**src/inc/pmwf_consts.vh**
```
// constants for the bus-master write sequencer with 32-bit width fallback
`ifndef PMWF_CONSTS_VH
`define PMWF_CONSTS_VH
`define PMWF_ST_IDLE 3'h0
`define PMWF_ST_ADDR 3'h1
`define PMWF_ST_WAIT 3'h2
`define PMWF_ST_DATA 3'h3
`define PMWF_ST_TURN 3'h4
`define PMWF_BEATS_WIDE 2'h1
`define PMWF_BEATS_NARROW 2'h2
`define PMWF_BEATS_LAST 2'h1
`define PMWF_BEATS_RESET 2'h0
`endif

```
**src/rtl/pmwf_master_write.v**
```verilog
// bus-master write sequencer: 64-bit request falling back to a 32-bit two-beat burst
// Summary of operation
// [RULE_01] both strobes in address phase: drive 64-bit data
// [RULE_02] narrow target: devsel without ack64
// [RULE_03] drop req after frame and released wide request
// [RULE_04] narrow answer: clear wide flag, load two
// [RULE_05] devsel and ready last cycle: assert irdy
// [RULE_06] keep frame asserted through the burst
// [RULE_07] phase completes when irdy and trdy asserted
// [RULE_08] decrement beat count after each completed phase
// [RULE_09] second word goes on low lanes
// [RULE_10] ready last cycle keeps irdy asserted
// [RULE_11] final phase next: release frame, keep irdy
`timescale 1ns/1ps
`include "pmwf_consts.vh"
module pmwf_master_write (
	input wire clk_in,
	input wire reset_in,
	input wire local_start_n_in,
	input wire local_wide_request_n_in,
	input wire local_low_word_strobe_n_in,
	input wire local_high_word_strobe_n_in,
	input wire local_master_ready_n_in,
	input wire [31:0] addr_in,
	input wire [3:0] cmd_in,
	input wire [31:0] data1_in,
	input wire [31:0] data2_in,
	input wire [3:0] be1_n_in,
	input wire [3:0] be2_n_in,
	input wire gnt_n_in,
	input wire devsel_n_in,
	input wire trdy_n_in,
	input wire ack64_n_in,
	output reg req_n_out,
	output reg frame_n_out,
	output reg frame_oe_out,
	output reg irdy_n_out,
	output reg irdy_oe_out,
	output reg req64_n_out,
	output reg req64_oe_out,
	output reg [63:0] ad_out,
	output reg ad_oe_out,
	output reg [7:0] cbe_out,
	output reg cbe_oe_out,
	output reg local_bus_grant_n_out,
	output reg local_wide_transfer_flag_n_out,
	output wire [1:0] local_beats_remaining_out,
	output reg done_out
);
	////////////////////////////////////////////////////////////////////////////
	reg [2:0] state_q, state_d;
	reg frame_n_d, irdy_n_d, req_n_d, req64_n_d, wide_n_d, done_d;
	reg frame_oe_d, irdy_oe_d, req64_oe_d, ad_oe_d, cbe_oe_d;
	reg [63:0] ad_d;
	reg [7:0] cbe_d;
	reg devsel_prev_q, ready_prev_q, wide_req_prev_q, both_strobes_q, both_strobes_d;
	reg cnt_load, cnt_dec;
	reg [1:0] cnt_val;
	wire [1:0] beats;
	wire phase_done;
	wire go_ready;

	// beat counter; its register feeds the beat output directly
	pmwf_beat_cnt #(.WIDTH(2)) u_cnt (
		.clk_in(clk_in),
		.reset_in(reset_in),
		.load_in(cnt_load),
		.load_val_in(cnt_val),
		.dec_in(cnt_dec),
		.count_out(beats)
	);
	assign local_beats_remaining_out = beats;

	// a data phase finishes on any rising clock edge with irdy and trdy both low
	assign phase_done = !irdy_n_out && !trdy_n_in; // RULE_07
	// local ready sampled one cycle earlier decides irdy
	assign go_ready = ready_prev_q;

	////////////////////////////////////////////////////////////////////////////
	// history of the previous cycle, active high, plus the active-low local grant
	always @(posedge clk_in) begin
		if (reset_in) begin
			devsel_prev_q <= 1'b0;
			ready_prev_q <= 1'b0;
			wide_req_prev_q <= 1'b0;
			local_bus_grant_n_out <= 1'b1;
		end else begin
			devsel_prev_q <= !devsel_n_in;
			ready_prev_q <= !local_master_ready_n_in;
			wide_req_prev_q <= !local_wide_request_n_in;
			local_bus_grant_n_out <= gnt_n_in; // grant to local side follows the bus grant
		end
	end

	////////////////////////////////////////////////////////////////////////////
	// next-state and next-output logic
	always @* begin
		state_d = state_q;
		frame_n_d = frame_n_out;
		irdy_n_d = irdy_n_out;
		req64_n_d = req64_n_out;
		wide_n_d = local_wide_transfer_flag_n_out;
		frame_oe_d = frame_oe_out;
		irdy_oe_d = irdy_oe_out;
		req64_oe_d = req64_oe_out;
		ad_oe_d = ad_oe_out;
		cbe_oe_d = cbe_oe_out;
		ad_d = ad_out;
		cbe_d = cbe_out;
		both_strobes_d = both_strobes_q;
		done_d = 1'b0;
		cnt_load = 1'b0;
		cnt_val = `PMWF_BEATS_WIDE;
		cnt_dec = 1'b0;
		req_n_d = req_n_out;
		// request stays up until the frame has started and the wide request went away
		if (!frame_n_out && !wide_req_prev_q) begin
			req_n_d = 1'b1; // RULE_03
		end
		case (state_q)
			`PMWF_ST_IDLE: begin
				if (!local_start_n_in) begin
					req_n_d = 1'b0;
				end
				if (!req_n_out && !gnt_n_in) begin
					state_d = `PMWF_ST_ADDR;
					frame_n_d = 1'b0;
					req64_n_d = 1'b0;
					wide_n_d = 1'b0;
					frame_oe_d = 1'b1;
					irdy_oe_d = 1'b1;
					req64_oe_d = 1'b1;
					ad_oe_d = 1'b1;
					cbe_oe_d = 1'b1;
					ad_d = {32'h00000000, addr_in};
					cbe_d = {4'hF, cmd_in};
					cnt_load = 1'b1;
					cnt_val = `PMWF_BEATS_WIDE;
				end
			end
			`PMWF_ST_ADDR: begin
				// strobes seen during the address phase pick what goes out next
				both_strobes_d = !local_low_word_strobe_n_in && !local_high_word_strobe_n_in;
				if (both_strobes_d) begin
					ad_d = {data2_in, data1_in}; // RULE_01
					cbe_d = {be2_n_in, be1_n_in}; // RULE_01
				end else begin
					ad_d = {32'h00000000, data1_in};
					cbe_d = {4'hF, be1_n_in};
				end
				state_d = `PMWF_ST_WAIT;
			end
			`PMWF_ST_WAIT: begin
				// narrow answer turns the single wide cycle into a two-beat burst
				if (!devsel_n_in && ack64_n_in && !local_wide_transfer_flag_n_out) begin
					wide_n_d = 1'b1; // RULE_04
					cnt_load = 1'b1; // RULE_04
					cnt_val = `PMWF_BEATS_NARROW; // RULE_04
				end
				if (devsel_prev_q && go_ready) begin
					irdy_n_d = 1'b0; // RULE_05
					// frame held for a burst, released only when one beat remains
					frame_n_d = (beats == `PMWF_BEATS_LAST); // RULE_06
					req64_n_d = frame_n_d;
					state_d = `PMWF_ST_DATA;
				end
			end
			`PMWF_ST_DATA: begin
				if (phase_done && beats == `PMWF_BEATS_LAST) begin
					state_d = `PMWF_ST_TURN;
					irdy_n_d = 1'b1;
					frame_n_d = 1'b1;
					req64_n_d = 1'b1;
					cnt_dec = 1'b1; // RULE_08
					done_d = 1'b1;
				end else if (phase_done) begin
					cnt_dec = 1'b1; // RULE_08
					// target took word one, so word two moves to the low lanes
					ad_d = {32'h00000000, data2_in}; // RULE_09
					cbe_d = {4'hF, be2_n_in}; // RULE_09
					irdy_n_d = !go_ready; // RULE_10
					// final phase next: frame goes high together with irdy low
					frame_n_d = go_ready; // RULE_11
					req64_n_d = 1'b1;
				end else if (irdy_n_out) begin
					// wait state inserted by a slow local master; resume when ready
					irdy_n_d = !go_ready; // RULE_10
					frame_n_d = go_ready && (beats == `PMWF_BEATS_LAST); // RULE_11
				end
			end
			`PMWF_ST_TURN: begin
				// one idle cycle driven high before letting go of the lines
				frame_oe_d = 1'b0;
				irdy_oe_d = 1'b0;
				req64_oe_d = 1'b0;
				ad_oe_d = 1'b0;
				cbe_oe_d = 1'b0;
				state_d = `PMWF_ST_IDLE;
			end
			default: begin
				state_d = `PMWF_ST_IDLE;
			end
		endcase
	end

	////////////////////////////////////////////////////////////////////////////
	// output and state registers
	always @(posedge clk_in) begin
		if (reset_in) begin
			state_q <= `PMWF_ST_IDLE;
			req_n_out <= 1'b1;
			frame_n_out <= 1'b1;
			irdy_n_out <= 1'b1;
			req64_n_out <= 1'b1;
			frame_oe_out <= 1'b0;
			irdy_oe_out <= 1'b0;
			req64_oe_out <= 1'b0;
			ad_oe_out <= 1'b0;
			cbe_oe_out <= 1'b0;
			ad_out <= 64'h0000000000000000;
			cbe_out <= 8'hFF;
			local_wide_transfer_flag_n_out <= 1'b1;
			both_strobes_q <= 1'b0;
			done_out <= 1'b0;
		end else begin
			state_q <= state_d;
			req_n_out <= req_n_d;
			frame_n_out <= frame_n_d;
			irdy_n_out <= irdy_n_d;
			req64_n_out <= req64_n_d;
			frame_oe_out <= frame_oe_d;
			irdy_oe_out <= irdy_oe_d;
			req64_oe_out <= req64_oe_d;
			ad_oe_out <= ad_oe_d;
			cbe_oe_out <= cbe_oe_d;
			ad_out <= ad_d;
			cbe_out <= cbe_d;
			local_wide_transfer_flag_n_out <= wide_n_d;
			both_strobes_q <= both_strobes_d;
			done_out <= done_d;
		end
	end
endmodule

```
**src/rtl/pmwf_beat_cnt.v**
```verilog
// burst beat counter with load and decrement
`timescale 1ns/1ps
module pmwf_beat_cnt #(
	parameter WIDTH = 2
) (
	input wire clk_in,
	input wire reset_in,
	input wire load_in,
	input wire [WIDTH-1:0] load_val_in,
	input wire dec_in,
	output reg [WIDTH-1:0] count_out
);
	// load wins over decrement; decrement stops at zero so a stray strobe cannot wrap
	always @(posedge clk_in) begin
		if (reset_in) begin
			count_out <= {WIDTH{1'b0}};
		end else if (load_in) begin
			count_out <= load_val_in;
		end else if (dec_in && (count_out != {WIDTH{1'b0}})) begin
			count_out <= count_out - {{(WIDTH-1){1'b0}}, 1'b1};
		end
	end
endmodule

```
**config.mk**
```make
export PLATFORM = sky130hd
export DESIGN_NAME = pmwf_master_write
export DESIGN_NICKNAME = d
export VERILOG_FILES = /design/src/rtl/pmwf_master_write.v /design/src/rtl/pmwf_beat_cnt.v
export VERILOG_INCLUDE_DIRS = /design/src /design/src/inc
export SDC_FILE = /design/constraint.sdc
export NUM_CORES = 1
export LEC_CHECK = 0
export BUFFER_PORTS_ARGS = -buffer_cell sky130_fd_sc_hd__buf_4
export CAP_MARGIN = 30
export CORE_MARGIN = 5
export CORE_UTILIZATION = 49
export DETAILED_ROUTE_END_ITERATION = 6
export PLACE_DENSITY = 0.95
export SETUP_SLACK_MARGIN = 0.4
export SLEW_MARGIN = 20
export SYNTH_ARGS = -nofsm -noshare
export SYNTH_HDL_FRONTEND = slang
export SYNTH_SLANG_ARGS = --single-unit
```
**constraint.sdc**
```tcl
create_clock -name clk_in -period 4.8 [get_ports clk_in]
set_clock_uncertainty 0.2 [all_clocks]
set_input_delay 0.48 -clock clk_in [delete_from_list [all_inputs] [get_ports clk_in]]
set_output_delay 0.48 -clock clk_in [all_outputs]
set_load 0.05 [all_outputs]
```
=== Word level (Yosys, flattened, before mapping) ===
Index checks and enable logic that the tools add are counted.

* Flip-flop bits (word level): 88
* Word-level logic and storage cells: 115
* Output and inout bits: 86
* Input port bits: 119

* Equality and inequality tests: 13
* Reduce and logical (&&, ||, !) cells: 39
* $add $sub $neg: 1
* Muxes and demuxes: 46
* Bitwise operators: 1

{| class="wikitable"
|+ Operators by type and width
! cell !! number
|-
| $mux 64 || 4
|-
| $pmux 64 s3 || 1
|-
| $mux 8 || 4
|-
| $pmux 8 s3 || 1
|-
| $mux 1 || 22
|-
| $logic_not 1->1 || 13
|-
| $ne 2x2->1 const B || 6
|-
| $pmux 3 s4 || 1
|-
| $reduce_and 4->1 || 3
|-
| $logic_and 1x1->1 || 10
|-
| $reduce_bool 2->1 || 5
|-
| $mux 3 || 3
|-
| $mux 2 || 4
|-
| $pmux 1 s2 || 4
|-
| $eq 3x2->1 const B || 2
|-
| $pmux 1 s3 || 2
|-
| $reduce_and 3->1 || 2
|-
| $reduce_bool 3->1 || 2
|-
| $ne 4x4->1 const B || 1
|-
| $reduce_and 2->1 || 2
|-
| $eq 3x1->1 const B || 1
|-
| $eq 3x3->1 const B || 1
|-
| $logic_not 3->1 || 1
|-
| $ne 3x3->1 const B || 1
|-
| 4 further kinds || 4
|}

=== Depth between registers and ports, before layout ===
* Depth in word-level cells: 8
* Depth in mapped cells: 7
* Gate-level depth less buffers: 6

=== Hierarchy ===
A second synthesis with hierarchy kept.

* Cells, all modules: 458
* Area total of the unflattened synthesis: 3,953.8 µm²

{| class="wikitable"
|+ By module, submodules not included
! module !! times used !! cells each !! seq. area each (µm²) !! area an instance (µm²)
|-
| pmwf_master_write || 1 || 444 || 1,721.7 || 3,827.4
|-
| pmwf_beat_cnt || 1 || 14 || 40.0 || 126.4
|}

=== Worst setup path before layout ===
No wires, ideal clock.

* Path type: flip-flop to flip-flop
* From: register u_cnt.count_out[1]
* To: register cbe_out[0]
* Slack: 2.368 ns
* Clock period less this slack: 2.432 ns
* Data required time: 4.480 ns
* Buffers on the path: 1
* Arrival time: 2.112 ns
* Library setup time: 0.120 ns
* Stages on the path, launching flop included: 7
* Path through: dfxtp_1 > inv_1 > ha_1 > o31ai_1 > a2bb2oi_2 > buf_2 > a211o_1

* Cells in the longest elaborated chain, start to end: 4

{| class="wikitable"
|+ RTL lines
! element !! line !! RTL
|-
| from (decl) || pmwf_beat_cnt.v:11 || <nowiki>output reg [WIDTH-1:0] count_out</nowiki>
|-
| from (signal assigned) || pmwf_beat_cnt.v:16 || <nowiki>count_out <= {WIDTH{1'b0}};</nowiki>
|-
| from (signal assigned) || pmwf_beat_cnt.v:18 || <nowiki>count_out <= load_val_in;</nowiki>
|-
| from (signal assigned) || pmwf_beat_cnt.v:20 || <nowiki>count_out <= count_out - {{(WIDTH-1){1'b0}}, 1'b1};</nowiki>
|-
| $eq 2x1->1 (no source line) || n/a ||
|-
| $logic_and 1x1->1 (no source line) || n/a ||
|-
| $ne 2x2->1 (no source line) || n/a ||
|-
| $reduce_and 4->1 (no source line) || n/a ||
|-
| to (signal assigned) || pmwf_master_write.v:221 || <nowiki>cbe_out <= 8'hFF;</nowiki>
|-
| to (signal assigned) || pmwf_master_write.v:237 || <nowiki>cbe_out <= cbe_d;</nowiki>
|-
| to (decl) || pmwf_master_write.v:43 || <nowiki>output reg [7:0] cbe_out,</nowiki>
|}

Every way passes these cells.
A chain may end at the register's enable or synchronous reset.

=== Final worst setup path ===
* From: register state_q[1]
* To: register ad_out[2]

* Cells in the longest elaborated chain, start to end: 3
* Elaborated cells on any way between the ends: 9
* Those cells by class: eq/ne (5); mux (1); reduce/logical (3)

{| class="wikitable"
|+ RTL lines
! element !! line !! RTL
|-
| from (decl) || pmwf_master_write.v:51 || <nowiki>reg [2:0] state_q, state_d;</nowiki>
|-
| from (signal assigned) || pmwf_master_write.v:210 || <nowiki>state_q <= `PMWF_ST_IDLE;</nowiki>
|-
| from (signal assigned) || pmwf_master_write.v:226 || <nowiki>state_q <= state_d;</nowiki>
|-
| $eq 3x2->1, or another cell as far along || pmwf_master_write.v:120 || <nowiki>case (state_q)</nowiki>
|-
| $ne 2x2->1 (no source line) / $reduce_bool 3->1 (equally long branches) || n/a ||
|-
| $reduce_and 4->1 (no source line) || n/a ||
|-
| to (signal assigned) || pmwf_master_write.v:220 || <nowiki>ad_out <= 64'h0000000000000000;</nowiki>
|-
| to (signal assigned) || pmwf_master_write.v:236 || <nowiki>ad_out <= ad_d;</nowiki>
|-
| to (decl) || pmwf_master_write.v:41 || <nowiki>output reg [63:0] ad_out,</nowiki>
|}

Parallel ways exist; a longest one is shown, timed or not.

==> impl_metrics.tcl <==
set metrics [dict create \
    status "completed" \
    antenna_found_initial 0 \
    yosys.area.top_type "dfxtp_1" \
    crit_family "buffers and inverters" \
    maxSlewViolCount 0 \
    crit_path_max_incr_delay_ns 0.70 \
    synth_cell_types 39 \
    yosys-top-cells-area "dfxtp_1 45%, mux2i_1 9.4%, nand2_1 6.6%" \
    crit_type "reg -> reg" \
    layout-drive-gt1-share_pct 36.35 \
    die_y_um 99.54 \
    cts_tree "done" \
    clk_pin_slew_ns 0.09 \
    fp.dieW_um 99.54 \
    cts.sinks 88 \
    ant_nets 0 \
    cts-root-buf "clkbuf_8" \
    cp-end-kind "flop" \
    grt_max_degree 90 \
    hpwl_mm 9.280 \
    design.core.area_um2 7767 \
    drt_iter0_markers 195 \
    cp-start-kind "flop" \
    ctsLongestPathBuffers 2 \
    gp_congestion 0.9162 \
    ys_warn_count 0 \
    cp_max_fo 32 \
    cts_buffers 9 \
    syn2layout_area_growth_pct 43.60 \
    power.density_nw_per_um2 297.8 \
    vias 4077 \
    fin_crit_ns 3.025 \
    clkPwrFrac_pct 29.1 \
    initial_core_util_pct 50.58 \
    p_int_mw 1.158 \
    final_util_pct 72.63 \
    rsz0062_at_grt "no" \
    die_area_um2 9908 \
    synth_edf_count 0 \
    post_cts_resized 0 \
    layout_commonest_cell "buf_4" \
    grt_pass1_vias 4064 \
    post_drt_wl_per_cell_um 17.27 \
    synth_area_per_cell_um2 8.711 \
    synthCells 451 \
    seqPwrFrac_pct 46.9 \
    clock_latency_ns 0.35 \
    layout_common_cells "208 x buf_4, 87 x dfxtp_1, 69 x nand2_1" \
    final_nets 748 \
    switching_power_uw 522.3 \
    critPathRequiredTime_ns 4.86 \
    fin_crit_sh_pct 63.03 \
    synth_ff_type "dfxtp_1" \
    hold_buffers 0 \
    first_pass_iters 4 \
    htree_levels 3 \
    fin_hold_ws_ns 0.06924 \
    slew_headroom_pct 40.73 \
    ir_drop_uv 183.3 \
    syn_area_um2 3929 \
    leakagePower_nw 2.311 \
    worstPathCellList "buf_4, o31ai_1, a2bb2oi_4, buf_16, buf_4, nand2_1, a21oi_1" \
    min_path_type "in -> reg" \
    power_frac_comb_pct 24.0 \
    async_flop_share_pct 0 \
    crit_top_cell "buf_4" \
    vias_per_cell 5.570 \
    cpMaxStageDelayCell "dfxtp_2" \
    grt_usage_pct 24.22 \
    hold_violations 0 \
    io_pins 205 \
    finalWirelength_mm 12.64 \
    yosysSeqAreaShare_pct 44.84 \
    port_buffers 204 \
    fmax_ghz 0.3306 \
    maxCapViolations 0 \
    synth_top_cell_area_share_pct 44.84 \
    overflow 0 \
    setup_tns_ns 0 \
    ys_ff_latch 88 \
    drc 0 \
    grt_pass1_wl_mm 19.49 \
    p_sw_share_pct 31.09 \
    crit_arrival_ns 3.09 \
    synth_nets 573 \
    postCtsSetupRepairBufs 0 \
    diodes 0 \
    cp_num_buf_inv 3 \
    placementRows 32 \
    tightest_slew_ns 0.8877 \
    setup_violations 0 \
]
==> power by group through the flow <==
stage	clock, mW	sequential [mW]	combinational (mW)
after global routing	0.529	0.792	0.428
after CTS	0.494	0.787	0.399
after detailed placement	0	0.804	0.398
final	0.488	0.788	0.404
after global placement	0	0.803	0.390
after floorplan	0	0.899	0.143
==> metal layers <==
layer | global-route usage (%) | vias to the layer above | share of wire, %
li1 | - | 1952 | -
met1 | 28.13 | 1877 | 38
met2 | 42.51 | 224 | 50
met3 | 7.433 | 24 | 10
met4 | 7.668 | 0 | 1.8
met5 | 0 | - | 0
==> cell usage after synthesis, types with 2 or more instances <==
cell      number
a31o_1         2
a21oi_1       34
a211o_1        4
clkbuf_1      29
buf_2          8
dfxtp_1       88
ha_1           3
mux2i_1       37
a22oi_1       32
o22ai_1        5
nor2_1        48
nand2_1       69
o211ai_1      32
inv_1          4
nor2b_1        6
a211oi_1       5
a31oi_1        2
nand2b_1       7
buf_4          8
a221o_1        2
o31ai_1        2
nor4_1         2
or3_1          3
nor3_1         4
==> sequential cells by signal, summed over array words and instances, names as in the netlist, 2 cells and up <==
signal,count
cbe_out,8
state_q,3
u_cnt.count_out,2
ad_out,64
==> path summary, 6_finish.rpt <==
kind	from	end	slack [ns]	depth (start not counted)
worst max-delay path	state_q[1]	ad_out[2]	1.77	7
worst min-delay path	local_master_ready_n_in	go_ready	0.07	2
worst max register to register	state_q[1]	ad_out[2]	1.77	7
worst min register to register	ad_out[21]	ad_out[21]	0.26	2
==> cell families (layout without fill, tap and decap cells) <==
group	after synthesis	in the layout	share of synthesized area, %
flops	88	88	44.84
mux	37	37	9.427
simple gates	145	145	15.64
buf+inv	49	228	5.701
fa+ha+maj	3	3	0.9555
compound gates	129	129	23.44
==> per-stage QoR <==
step           setup WS (ns)  cell area, µm²  total power [mW]  std cells
2_1_floorplan          2.368            3929             1.043        451
3_3_place_gp           1.611            5429             1.192        716
3_5_place_dp           1.511            5429             1.202        716
4_1_cts                1.477            5614             1.680        731
5_1_grt                1.597            5642             1.748        732
6_report               1.775            5642             1.680        732
==> worst reg2reg max path: stages (launching register included) <==
cell	delay, ns
dfxtp_2	0.70
buf_4	0.51
o31ai_1	0.28
a2bb2oi_4	0.42
buf_16	0.23
buf_4	0.35
nand2_1	0.12
a21oi_1	0.14
==> layout make-up <==
class	instances	area, µm²
Clock buffer	9	123.9
Multi-Input combinational cell	314	1962
Inverter	4	15.01
Tap cell	102	127.6
Sequential cell	88	1763
Fill cell	590	2126
Timing Repair Buffer	209	1589
Clock inverter	6	61.31
No activity file was read; power rests on OpenSTA's default activity.
